$ cat src/logic/serial_tx_pkg.sv
// package: register map, field positions, reset values and enumerations of the serial transmitter
package serial_tx_pkg;

  // ****************************************************************
  // register offsets (byte addresses)
  // ****************************************************************
  localparam logic [7:0] ADDR_TX_STATUS_CONTROL = 8'h00; // transmit_status_control
  localparam logic [7:0] ADDR_RX_STATUS_CONTROL = 8'h04; // receive_status_control
  localparam logic [7:0] ADDR_BAUD_CONTROL      = 8'h08; // baud_control
  localparam logic [7:0] ADDR_BAUD_DIVISOR      = 8'h0c; // divider reload, 16 bits
  localparam logic [7:0] ADDR_HOLDING           = 8'h10; // transmit_holding_register, write only
  localparam logic [7:0] ADDR_FLAGS             = 8'h14; // holding_empty_flag, read only

  // ****************************************************************
  // field positions
  // ****************************************************************
  localparam int BIT_NINTH_VALUE   = 0; // transmit_status_control
  localparam int BIT_SHIFT_EMPTY   = 1;
  localparam int BIT_SYNC_MODE     = 4;
  localparam int BIT_TX_ENABLE     = 5;
  localparam int BIT_NINE_SELECT   = 6;
  localparam int BIT_PORT_ENABLE   = 7; // receive_status_control
  localparam int BIT_INVERT_TX     = 4; // baud_control
  localparam int BIT_WIDE_DIVIDER  = 3;
  localparam int BIT_HOLDING_EMPTY = 0; // flags

  // ****************************************************************
  // reset values and bus answers
  // ****************************************************************
  localparam logic [7:0]  RESET_CONTROL = 8'h00;
  localparam logic [15:0] RESET_DIVISOR = 16'h0000;
  localparam logic [1:0]  RESP_OKAY     = 2'b00;
  localparam logic [1:0]  RESP_SLVERR   = 2'b10;
  localparam logic        LINE_MARK     = 1'b1;
  localparam logic        LINE_SPACE    = 1'b0;
  localparam int          DATA_BITS_MIN = 8;
  localparam int          DATA_BITS_MAX = 9;

  // ****************************************************************
  // transmitter states
  // ****************************************************************
  typedef enum logic [1:0] {
    TX_IDLE,
    TX_START,
    TX_DATA,
    TX_STOP
  } tx_state_t;

endpackage

$ cat src/logic/async_serial_transmitter.sv
// async serial transmitter: AXI4-Lite registers, holding register, baud divider and frame shifter
//
// Our own choices: the register offsets and register access over AXI4-Lite.
`timescale 1ns/1ns

// ****************************************************************
// behaviour
// ****************************************************************
module async_serial_transmitter #(
  parameter int DIV_WIDTH = 16
) (
  input  wire logic        aclk,
  input  wire logic        aresetn,
  input  wire logic [7:0]  s_axi_awaddr,
  input  wire logic [2:0]  s_axi_awprot,
  input  wire logic        s_axi_awvalid,
  output logic             s_axi_awready,
  input  wire logic [31:0] s_axi_wdata,
  input  wire logic [3:0]  s_axi_wstrb,
  input  wire logic        s_axi_wvalid,
  output logic             s_axi_wready,
  output logic [1:0]       s_axi_bresp,
  output logic             s_axi_bvalid,
  input  wire logic        s_axi_bready,
  input  wire logic [7:0]  s_axi_araddr,
  input  wire logic [2:0]  s_axi_arprot,
  input  wire logic        s_axi_arvalid,
  output logic             s_axi_arready,
  output logic [31:0]      s_axi_rdata,
  output logic [1:0]       s_axi_rresp,
  output logic             s_axi_rvalid,
  input  wire logic        s_axi_rready,
  output logic             serial_out_pin_o,
  output logic             serial_out_pin_oe,
  output logic             serial_out_internal
);
  import serial_tx_pkg::*;

  // ****************************************************************
  // state
  // ****************************************************************
  typedef struct packed {
    logic [7:0]           tx_ctrl;    // transmit_status_control, writable bits
    logic [7:0]           rx_ctrl;    // receive_status_control
    logic [7:0]           baud_ctrl;  // baud_control
    logic [DIV_WIDTH-1:0] divisor;
    logic [7:0]           holding;    // transmit_holding_register
    logic                 held_nine;  // ninth bit captured with the character
    logic                 pending;    // character waiting in holding register
    logic                 aw_got;
    logic [7:0]           aw_addr;
    logic                 w_got;
    logic [31:0]          w_data;
    logic [3:0]           w_strb;
    logic                 bvalid;
    logic [1:0]           bresp;
    logic                 rvalid;
    logic [31:0]          rdata;
    logic [1:0]           rresp;
    logic                 out_q;      // registered line after polarity
    logic                 oe_q;
  } top_state_t;

  top_state_t s_q;
  top_state_t s_d;

  logic       active;
  logic       tick;
  logic       shift_empty;
  logic       stop_begun;
  logic       raw_line;
  logic       load;
  logic       wr_fire;
  logic       holding_empty;

  // ****************************************************************
  // helpers
  // ****************************************************************
  // merge write data into an 8-bit register under the low byte strobe
  function automatic logic [7:0] merge8(input logic [7:0] old, input logic [31:0] data,
                                        input logic [3:0] strb);
    merge8 = strb[0] ? data[7:0] : old;
  endfunction

  // word-align an address and check it is mapped
  function automatic logic mapped(input logic [7:0] addr);
    case ({addr[7:2], 2'b00})
      ADDR_TX_STATUS_CONTROL, ADDR_RX_STATUS_CONTROL, ADDR_BAUD_CONTROL,
      ADDR_BAUD_DIVISOR, ADDR_HOLDING, ADDR_FLAGS: mapped = 1'b1;
      default: mapped = 1'b0;
    endcase
  endfunction

  // ****************************************************************
  // enable decode
  // ****************************************************************
  // transmitter runs only in async mode with both enables set
  assign active = s_q.tx_ctrl[BIT_TX_ENABLE] & ~s_q.tx_ctrl[BIT_SYNC_MODE]
                & s_q.rx_ctrl[BIT_PORT_ENABLE];
  // flag tracks the holding register while active; it reads clear whenever the path is disabled
  assign holding_empty = active & ~s_q.pending;
  // holding register hands over when shifter idle or stop bit begins
  assign load = active & s_q.pending & (shift_empty | stop_begun);

  // ****************************************************************
  // bit timing and shifter
  // ****************************************************************
  baud_divider #(
    .WIDTH (DIV_WIDTH)
  ) u_div (
    .aclk    (aclk),
    .aresetn (aresetn),
    .run     (active),
    .wide    (s_q.baud_ctrl[BIT_WIDE_DIVIDER]),
    .divisor (s_q.divisor),
    .tick    (tick)
  );

  frame_shifter u_shift (
    .aclk        (aclk),
    .aresetn     (aresetn),
    .active      (active),
    .tick        (tick),
    .load        (load),
    .load_data   ({s_q.held_nine, s_q.holding}),
    .load_nine   (s_q.tx_ctrl[BIT_NINE_SELECT]),
    .shift_empty (shift_empty),
    .stop_begun  (stop_begun),
    .line        (raw_line)
  );

  // ****************************************************************
  // AXI4-Lite handshakes
  // ****************************************************************
  assign s_axi_awready = ~s_q.aw_got & ~s_q.bvalid;
  assign s_axi_wready  = ~s_q.w_got & ~s_q.bvalid;
  assign s_axi_arready = ~s_q.rvalid;
  assign s_axi_bvalid  = s_q.bvalid;
  assign s_axi_bresp   = s_q.bresp;
  assign s_axi_rvalid  = s_q.rvalid;
  assign s_axi_rdata   = s_q.rdata;
  assign s_axi_rresp   = s_q.rresp;
  assign wr_fire       = s_q.aw_got & s_q.w_got & ~s_q.bvalid;

  // ****************************************************************
  // next state
  // ****************************************************************
  always_comb begin
    s_d = s_q;
    // capture address and data in either order
    if (s_axi_awvalid && s_axi_awready) begin
      s_d.aw_got  = 1'b1;
      s_d.aw_addr = s_axi_awaddr;
    end
    if (s_axi_wvalid && s_axi_wready) begin
      s_d.w_got  = 1'b1;
      s_d.w_data = s_axi_wdata;
      s_d.w_strb = s_axi_wstrb;
    end
    // holding register drains into the shifter
    if (load) begin
      s_d.pending = 1'b0;
    end
    // a disabled path drops any waiting character
    if (!active) begin
      s_d.pending = 1'b0;
    end
    // perform the write once both halves are in
    if (wr_fire) begin
      s_d.aw_got = 1'b0;
      s_d.w_got  = 1'b0;
      s_d.bvalid = 1'b1;
      s_d.bresp  = mapped(s_q.aw_addr) ? RESP_OKAY : RESP_SLVERR;
      case ({s_q.aw_addr[7:2], 2'b00})
        ADDR_TX_STATUS_CONTROL: begin
          s_d.tx_ctrl = merge8(s_q.tx_ctrl, s_q.w_data, s_q.w_strb);
          s_d.tx_ctrl[BIT_SHIFT_EMPTY] = 1'b0;
        end
        ADDR_RX_STATUS_CONTROL: s_d.rx_ctrl = merge8(s_q.rx_ctrl, s_q.w_data, s_q.w_strb);
        ADDR_BAUD_CONTROL:      s_d.baud_ctrl = merge8(s_q.baud_ctrl, s_q.w_data, s_q.w_strb);
        ADDR_BAUD_DIVISOR: begin
          if (s_q.w_strb[0]) s_d.divisor[7:0] = s_q.w_data[7:0];
          if (s_q.w_strb[1]) s_d.divisor[DIV_WIDTH-1:8] = s_q.w_data[DIV_WIDTH-1:8];
        end
        ADDR_HOLDING: begin
          // only a write while active and empty is accepted
          if (s_q.w_strb[0] && holding_empty) begin
            s_d.holding   = s_q.w_data[7:0];
            s_d.held_nine = s_q.tx_ctrl[BIT_NINTH_VALUE];
            s_d.pending   = 1'b1;
          end
        end
        default: ;
      endcase
    end
    if (s_q.bvalid && s_axi_bready) begin
      s_d.bvalid = 1'b0;
    end
    // read path: status bits are live
    if (s_axi_arvalid && s_axi_arready) begin
      s_d.rvalid = 1'b1;
      s_d.rresp  = mapped(s_axi_araddr) ? RESP_OKAY : RESP_SLVERR;
      s_d.rdata  = '0;
      case ({s_axi_araddr[7:2], 2'b00})
        ADDR_TX_STATUS_CONTROL: begin
          s_d.rdata[7:0] = s_q.tx_ctrl;
          s_d.rdata[BIT_SHIFT_EMPTY] = shift_empty;
        end
        ADDR_RX_STATUS_CONTROL: s_d.rdata[7:0] = s_q.rx_ctrl;
        ADDR_BAUD_CONTROL:      s_d.rdata[7:0] = s_q.baud_ctrl;
        ADDR_BAUD_DIVISOR:      s_d.rdata[DIV_WIDTH-1:0] = s_q.divisor;
        ADDR_FLAGS:             s_d.rdata[BIT_HOLDING_EMPTY] = holding_empty;
        default: ;
      endcase
    end else if (s_q.rvalid && s_axi_rready) begin
      s_d.rvalid = 1'b0;
    end
    // pin driver and polarity; NRZ passes the bit level straight out
    s_d.out_q = raw_line ^ s_q.baud_ctrl[BIT_INVERT_TX];
    s_d.oe_q  = s_q.rx_ctrl[BIT_PORT_ENABLE];
  end

  // ****************************************************************
  // outputs
  // ****************************************************************
  assign serial_out_pin_o    = s_q.out_q;
  assign serial_out_internal = s_q.out_q;
  assign serial_out_pin_oe   = s_q.oe_q;

  // state register
  always_ff @(posedge aclk) begin
    if (!aresetn) begin
      s_q           <= '0;
      s_q.tx_ctrl   <= RESET_CONTROL;
      s_q.rx_ctrl   <= RESET_CONTROL;
      s_q.baud_ctrl <= RESET_CONTROL;
      s_q.divisor   <= RESET_DIVISOR;
      s_q.out_q     <= LINE_MARK;
    end else begin
      s_q <= s_d;
    end
  end
endmodule // async_serial_transmitter

$ cat src/logic/baud_divider.sv
// baud divider: one-cycle bit-period enable from the system clock, 8- or 16-bit counter
`timescale 1ns/1ns
module baud_divider #(
  parameter int WIDTH = 16
) (
  input  wire logic             aclk,
  input  wire logic             aresetn,
  input  wire logic             run,
  input  wire logic             wide,
  input  wire logic [WIDTH-1:0] divisor,
  output logic                  tick
);
  import serial_tx_pkg::*;

  typedef struct packed {
    logic [WIDTH-1:0] count;
  } div_state_t;

  div_state_t s_q;
  div_state_t s_d;
  logic [WIDTH-1:0] limit;

  // narrow mode uses only the low byte of the reload value
  always_comb begin
    limit = wide ? divisor : {{(WIDTH-8){1'b0}}, divisor[7:0]};
    s_d   = s_q;
    tick  = 1'b0;
    if (!run) begin
      s_d.count = '0;
    end else if (s_q.count >= limit) begin
      s_d.count = '0;
      tick      = 1'b1;           // period is limit+1 cycles
    end else begin
      s_d.count = s_q.count + 1'b1;
    end
  end

  // state register
  always_ff @(posedge aclk) begin
    if (!aresetn) begin
      s_q <= '0;
    end else begin
      s_q <= s_d;
    end
  end
endmodule // baud_divider

$ cat src/logic/frame_shifter.sv
// frame shifter: start bit, 8 or 9 data bits LSB first, one stop bit, idle at mark
`timescale 1ns/1ns
module frame_shifter (
  input  wire logic       aclk,
  input  wire logic       aresetn,
  input  wire logic       active,
  input  wire logic       tick,
  input  wire logic       load,
  input  wire logic [8:0] load_data,
  input  wire logic       load_nine,
  output logic            shift_empty,
  output logic            stop_begun,
  output logic            line
);
  import serial_tx_pkg::*;

  typedef struct packed {
    tx_state_t  state;
    logic [8:0] shift;
    logic [3:0] index;
    logic       nine;
    logic       queued;                                  // next character already in shifter
    logic       line;
  } sh_state_t;

  sh_state_t s_q;
  sh_state_t s_d;

  // frame sequencing, one bit per tick
  always_comb begin
    s_d        = s_q;
    stop_begun = 1'b0;
    if (!active) begin
      s_d.state  = TX_IDLE;
      s_d.line   = LINE_MARK;
      s_d.queued = 1'b0;
    end else begin
      case (s_q.state)
        TX_IDLE: begin
          s_d.line   = LINE_MARK;
          s_d.queued = 1'b0;
          if (load) begin
            s_d.shift = load_data;
            s_d.nine  = load_nine;
            s_d.index = '0;
            s_d.state = TX_START;
          end
        end
        TX_START: begin
          if (tick) begin
            s_d.line  = LINE_SPACE;
            s_d.state = TX_DATA;
          end
        end
        TX_DATA: begin
          if (tick) begin
            if (s_q.index == (s_q.nine ? 4'(DATA_BITS_MAX) : 4'(DATA_BITS_MIN))) begin
              s_d.line   = LINE_MARK;
              s_d.state  = TX_STOP;
              stop_begun = 1'b1;
              // data bits are all out, so the pending character can move in now
              if (load) begin
                s_d.shift  = load_data;
                s_d.nine   = load_nine;
                s_d.index  = '0;
                s_d.queued = 1'b1;
              end
            end else begin
              s_d.line  = s_q.shift[0];
              s_d.shift = {1'b0, s_q.shift[8:1]};
              s_d.index = s_q.index + 4'h1;
            end
          end
        end
        TX_STOP: begin
          if (tick) begin
            if (s_q.queued) begin
              s_d.line   = LINE_SPACE;
              s_d.state  = TX_DATA;
              s_d.queued = 1'b0;
            end else begin
              s_d.state = TX_IDLE;
            end
          end
        end
        default: s_d.state = TX_IDLE;
      endcase
    end
  end

  assign shift_empty = (s_q.state == TX_IDLE);
  assign line        = s_q.line;

  // state register
  always_ff @(posedge aclk) begin
    if (!aresetn) begin
      s_q       <= '0;
      s_q.state <= TX_IDLE;
      s_q.line  <= LINE_MARK;
    end else begin
      s_q <= s_d;
    end
  end
endmodule // frame_shifter

$ cat config.mk
export PLATFORM = sky130hd
export DESIGN_NAME = async_serial_transmitter
export DESIGN_NICKNAME = d
export VERILOG_FILES = /design/src/logic/serial_tx_pkg.sv /design/src/logic/async_serial_transmitter.sv /design/src/logic/baud_divider.sv /design/src/logic/frame_shifter.sv
export SDC_FILE = /design/constraint.sdc
export NUM_CORES = 1
export LEC_CHECK = 0
export BUFFER_PORTS_ARGS = -buffer_cell sky130_fd_sc_hd__buf_2
export CAP_MARGIN = 20
export CORE_MARGIN = 2
export CORE_UTILIZATION = 30
export DETAILED_ROUTE_END_ITERATION = 10
export GPL_ROUTABILITY_DRIVEN = 0
export MAX_ROUTING_LAYER = met4
export SLEW_MARGIN = 20
export SYNTH_ARGS = -nofsm -noshare
export SYNTH_HDL_FRONTEND = slang
export SYNTH_HIERARCHICAL = 1
export SYNTH_SLANG_ARGS = --single-unit
$ cat constraint.sdc
create_clock -name aclk -period 11.7 [get_ports aclk]
set_clock_uncertainty 0.1 [all_clocks]
set_input_delay 1.17 -clock aclk [delete_from_list [all_inputs] [get_ports aclk]]
set_output_delay 1.17 -clock aclk [all_outputs]
set_load 0.005 [all_outputs]
* Yosys cells after proc, flatten, opt, wreduce, memory -nomap -nowiden
Cells that the tools add are included.
** Word-level totals
- Register bits after elaboration :: 135
- Input port bits :: 65
- Output and inout port bits :: 44
- Word-level logic and storage cells :: 142
** Cells by class
- Add/sub/neg operators :: 2
- Magnitude comparators :: 1
- Eq/ne operators :: 22
- Mux-type cells :: 42
- Bitwise logic cells :: 19
- Reduce and logical (&&, ||, !) cells :: 29
** Operators by type and width (number)
- $mux W16 :: 2
- $pmux W14 S2 :: 1
- $pmux W7 S4 :: 1
- $eq A6 B2 Y1 const B :: 4
- $eq A6 B3 Y1 const B :: 4
- $mux W1 :: 20
- $mux W18 :: 1
- $mux W2 :: 9
- $reduce_and A3 Y1 :: 6
- $add A16 B1 Y16 const B :: 1
- $ge A16 B16 Y1 :: 1
- $mux W15 :: 1
- $reduce_and A5 Y1 :: 3
- $mux W13 :: 1
- $eq A6 B1 Y1 const B :: 2
- $logic_not A6 Y1 :: 2
- $reduce_or A6 Y1 :: 2
- $and A1 B1 Y1 :: 9
- $mux W9 :: 1
- $mux W8 :: 1
- $ne A2 B2 Y1 const B :: 4
- $not A1 Y1 :: 8
- $pmux W2 S4 :: 1
- $logic_and A1 B1 Y1 :: 6
- 19 further kinds :: 24

* Longest topological paths before layout
- Depth after elaboration :: 14
- Mapped depth :: 16
- Gate-level depth less buffers :: 14

* Modules after synthesis
Netlist, hierarchy kept.
** Modules (own cells, without submodules)
- async_serial_transmitter :: times used 1, cells an instance 432, area an instance 4205.3 sq um, seq. area each 1941.9 sq um
- baud_divider :: times used 1, cells an instance 132, area an instance 1234.9 sq um, seq. area each 320.3 sq um
- frame_shifter :: times used 1, cells an instance 116, area an instance 1033.5 sq um, seq. area each 360.3 sq um

* Worst setup path before layout
Ideal clock, no wire load.
- Kind :: flip-flop to flip-flop
- Start :: register s_q[115] in the netlist's numbering
- End :: register u_shift/s_q[3] in the netlist's numbering
- Setup time :: 121 ps
- Arrival :: 3533 ps
- Required time :: 11479 ps
- Path slack :: 7946 ps
- Stages on the path, launching flop included :: 17
- Buffers on the path :: 2
- Period minus slack after synthesis :: 3754 ps
- Path through :: dfxtp_1 > clkbuf_1 > nand2_1 > ha_1 > nand4_1 > or3_4 > a2111oi_4 > o31a_1 > and2_0 > and3_1 > nor2_1 > and3b_1 > nand2_1 > nor2_1 > buf_2 > nor3_1 > mux2_2
** On the way
- Cells in the longest elaborated chain, start to end :: 11
- Elaborated cells on any way between the ends :: 13
- Classes of those cells :: 1 x order compare; 3 x eq/ne; 6 x mux; 2 x bitwise; 1 x reduce/logical
** RTL lines
- start, declared :: line async_serial_transmitter.sv:64 : top_state_t s_q;
- $mux W16 (*) :: line baud_divider.sv:25 : limit = wide ? divisor : {{(WIDTH-8){1'b0}}, divisor[7:0]};
- $ge A16 B16 Y1 (*) :: line baud_divider.sv:30 : end else if (s_q.count >= limit) begin
- $mux W1 (*) :: line baud_divider.sv:30
- $mux W1 (*) :: line baud_divider.sv:28 : if (!run) begin
- named net tick :: line async_serial_transmitter.sv:68 : logic tick;
- $mux W1 (*) :: line frame_shifter.sv:56 : if (tick) begin
- $mux W1 (*) :: line frame_shifter.sv:38 : case (s_q.state)
- $mux W1 (*) :: line frame_shifter.sv:33 : if (!active) begin
- named net stop_begun :: line async_serial_transmitter.sv:70 : logic stop_begun;
- $or A1 B1 Y1 (*) :: line async_serial_transmitter.sv:103 : assign load = active & s_q.pending & (shift_empty | stop_begun);
- $and A1 B1 Y1 (*) :: line async_serial_transmitter.sv:103
- named net load :: line async_serial_transmitter.sv:72 : logic load;
- $ne A3 B3 Y1 (no source line) / $ne A2 B1 Y1 (equally long branches)
- $reduce_and A5 Y1 (no source line) (*)
- end, declared :: line frame_shifter.sv:26 : sh_state_t s_q;
The timed path passes the listed nets; every way through them passes the cells marked *.
A chain may end at the register's enable or synchronous reset.

* Worst setup path in the final report
- Start :: register s_q[115] in the netlist's numbering
- End :: register u_shift/s_q[12] in the netlist's numbering
Same word-level chain as after synthesis.

==> flow_metrics.tcl <==
set metrics [dict create \
    grt_pass1_vias 4649 \
    die_y_um 150.9 \
    numCtsBuffers 17 \
    overflow 0 \
    seq_area_frac_synth_pct 40.51 \
    dr_wl_met2_um 6254 \
    placed_cell_area_sq_um 6738 \
    synth_top_cell_by_area "dfxtp_1" \
    synth_top_family_by_area "simple AND/OR/NAND/NOR gates" \
    met1_length_um 7237 \
    peakVddDrop_uv 92.96 \
    initial_core_util_pct 30.70 \
    synthCells 680 \
    grt_max_degree 101 \
    cpMaxStageDelayCell "nor2_1" \
    synth_edf_count 0 \
    path_max_fanout 17 \
    r2r-start "s_q[115]" \
    finalCriticalPeriod_ns 4.739 \
    rows 53 \
    ys_warn_count 6 \
    worst_r2r_path_depth 15 \
    drive_above_1_share_pct 18.36 \
    cts_tree "built" \
    cpPeakStageDelay_ns 0.65 \
    max_freq_mhz 211.0 \
    drtPass1Iterations 4 \
    synth-seq-cells 131 \
    cts_resized 0 \
    end_kind "flop" \
    power_density_nw_per_um2 142.9 \
    htree_levels 4 \
    via_per_inst 4.697 \
    cts.clk_slew.worst_paths_ns 0.06 \
    hold_viol_final 0 \
    critPathRequiredTime_ns 11.89 \
    area_growth_pct 13.37 \
    regToRegEndpoint "u_shift/s_q[12]" \
    route.met3.wl_um 451 \
    yosys.area_share.simple_pct 20.53 \
    cp_cell_sequence "nand2_1 -> ha_1 -> nand4_1 -> or3_4 -> a2111oi_4 -> buf_4 -> o31a_1 -> and2_0 -> and3_1 -> nor2_1 -> and3b_1 -> nand2_1 -> nor2_1 -> or2_2 -> a21oi_1" \
    final.setup.worst_slack_ns 6.961 \
    hold_depth 2 \
    critPathKind "reg -> reg" \
    dr_total_vias 4669 \
    postCtsHoldBufs 0 \
    rrSetupSlack_ns 6.96 \
    topRoutingLayerUsed "met4" \
    p_leak_nw 3.028 \
    worst_setup_path_start_kind "flop" \
    hold_slack_ns 0.3573 \
    synth_mux_area_share_pct 12.83 \
    die-area_sq_um 22770 \
    port_buffers 62 \
    nets 795 \
    slew_viol_final 0 \
    synth_area_sq_um 6474 \
    status "finished clean" \
    drc_errors 0 \
    coreArea_sq_um 21090 \
    synth-adder-area-share_pct 4.445 \
    cts.sinks 131 \
    rsz0062_at_grt "no" \
    path_buf_inv 1 \
    synth_top_cells_by_count "dfxtp_1, nand2_1, mux2i_1" \
    synth_top_area_share_pct 40.51 \
    drtIter0Drc 291 \
    syn_avg_cell_area_sq_um 9.520 \
    min_from "s_q[53]" \
    cts_setup_buffers 0 \
    antenna_left 0 \
    critical-path-top-delay-family "simple AND/OR/NAND/NOR gates" \
    ys.flop_type "dfxtp_1" \
    hold_class "reg -> reg" \
    grt_use_total_pct 13.67 \
    cap_violations 0 \
    setup_viol 0 \
    worstMarginPinSlew_ns 0.9769 \
    drt-wirelength-per-cell_um 14.15 \
    cts_root_buffer "clkbuf_16" \
    synth_compound_area_share_pct 10.49 \
    grt_pass1_wl_um 23690 \
    fin_tns_setup_ns 0 \
    holdPathEnd "s_q[105]" \
    slew_headroom_pct 34.87 \
    antenna_found_initial 0 \
    synth_cell_types 70 \
    wl_um 14070 \
    cp.arrival_ns 4.93 \
    insertion_delay_ns 0.42 \
    dp_slack_ns 6.985 \
    die_w_um 150.9 \
    ios 109 \
    yosysMostFrequentCell "dfxtp_1" \
    synth_area_leaders "dfxtp_1, mux2i_1, nand2_1" \
    ys_async_sr_fraction_pct 0 \
    yosys.area_share.xor_xnor_pct 2.435 \
    final_cell_area_sq_um 7340 \
    dpl.hpwl_um 9865 \
    cts_max_path_buffers 2 \
    finalCritPeriodShare_pct 40.50 \
    diodes 0 \
]
==> tightest hold or removal path, stage by stage, from the launching register on <==
cell and delay [ns]:
dfxtp_1 0.31, nand2_1 0.05, mux2i_1 0.05
==> kinds of logic (layout without fill, tap and decap cells) <==
family,count (synthesis),after routing
muxes,74,74
DFF,131,131
and+or+nand+nor,245,245
buffers and inverters,95,117
AOI/OAI and AO/OA,93,93
xor gates and xnor gates,18,18
other,1,18
adders and majority gates,23,23
==> flip-flops by register name, summed over array words and instances, names as in the netlist <==
| name | count |
|---|---|
| s_d | 1 |
| u_shift/line | 1 |
| u_shift/s_q | 17 |
| s_axi_bvalid | 1 |
| u_div/s_q | 16 |
| s_axi_rresp | 1 |
| s_axi_bresp | 1 |
| s_q | 74 |
| serial_out_internal | 1 |
| serial_out_pin_oe | 1 |
| s_axi_rdata | 16 |
| s_axi_rvalid | 1 |
==> metrics by stage <==
stage / std cells / utilization (%) / total power (W)
2_1_floorplan: 697 / - / 0.0005080
3_3_place_gp: 963 / 31.93 / 0.0005196
3_5_place_dp: 963 / 31.95 / 0.0005204
4_1_cts: 994 / 34.80 / 0.001060
5_1_grt: 994 / 34.80 / 0.001091
6_report: 994 / 34.80 / 0.001049
==> final cells by class <==
class                      instances  area [sq um]
clock buffer                      19         442.9
sequential                       131          2623
multi-input combinational        471          3357
clock inverter                    12         158.9
tap                              275         344.1
timing repair buffer              65         335.3
fill                            2208         13750
inverter                          21         78.83
==> cell usage in the layout (no fill, tap or decap), drive strengths merged, types with 18 or more instances in the layout <==
cell type    n
nor2        19
a21boi      19
ha          23
nand2      127
inv         21
nor4        20
mux2i       65
dfxtp      131
a21oi       18
clkbuf      19
buf         65
conb        18
==> routing by layer <==
layer,track usage (%),up-vias
met5,-,-
met4,5.187,0
met3,3.223,7
met2,20.59,88
met1,17.84,2191
li1,-,2383
==> worst max-delay path by stage <==
stage	startpoint	end	cells after the start
after floorplan	s_q[115]	u_shift/s_q[3]	16
after global placement	s_q[115]	u_shift/s_q[12]	15
after detailed placement	s_q[115]	u_shift/s_q[12]	15
after CTS	s_q[115]	u_shift/s_q[15]	15
after global routing	s_q[115]	u_shift/s_q[12]	15
final	s_q[115]	u_shift/s_q[12]	15
==> report_power, final <==
group	internal, W	switching [W]
clock network	0.000340	0.000199
registers	0.000454	0.00000723
logic	0.0000189	0.0000298
total	0.000813	0.000236
Note: power is estimated with default switching activity, not from simulation.
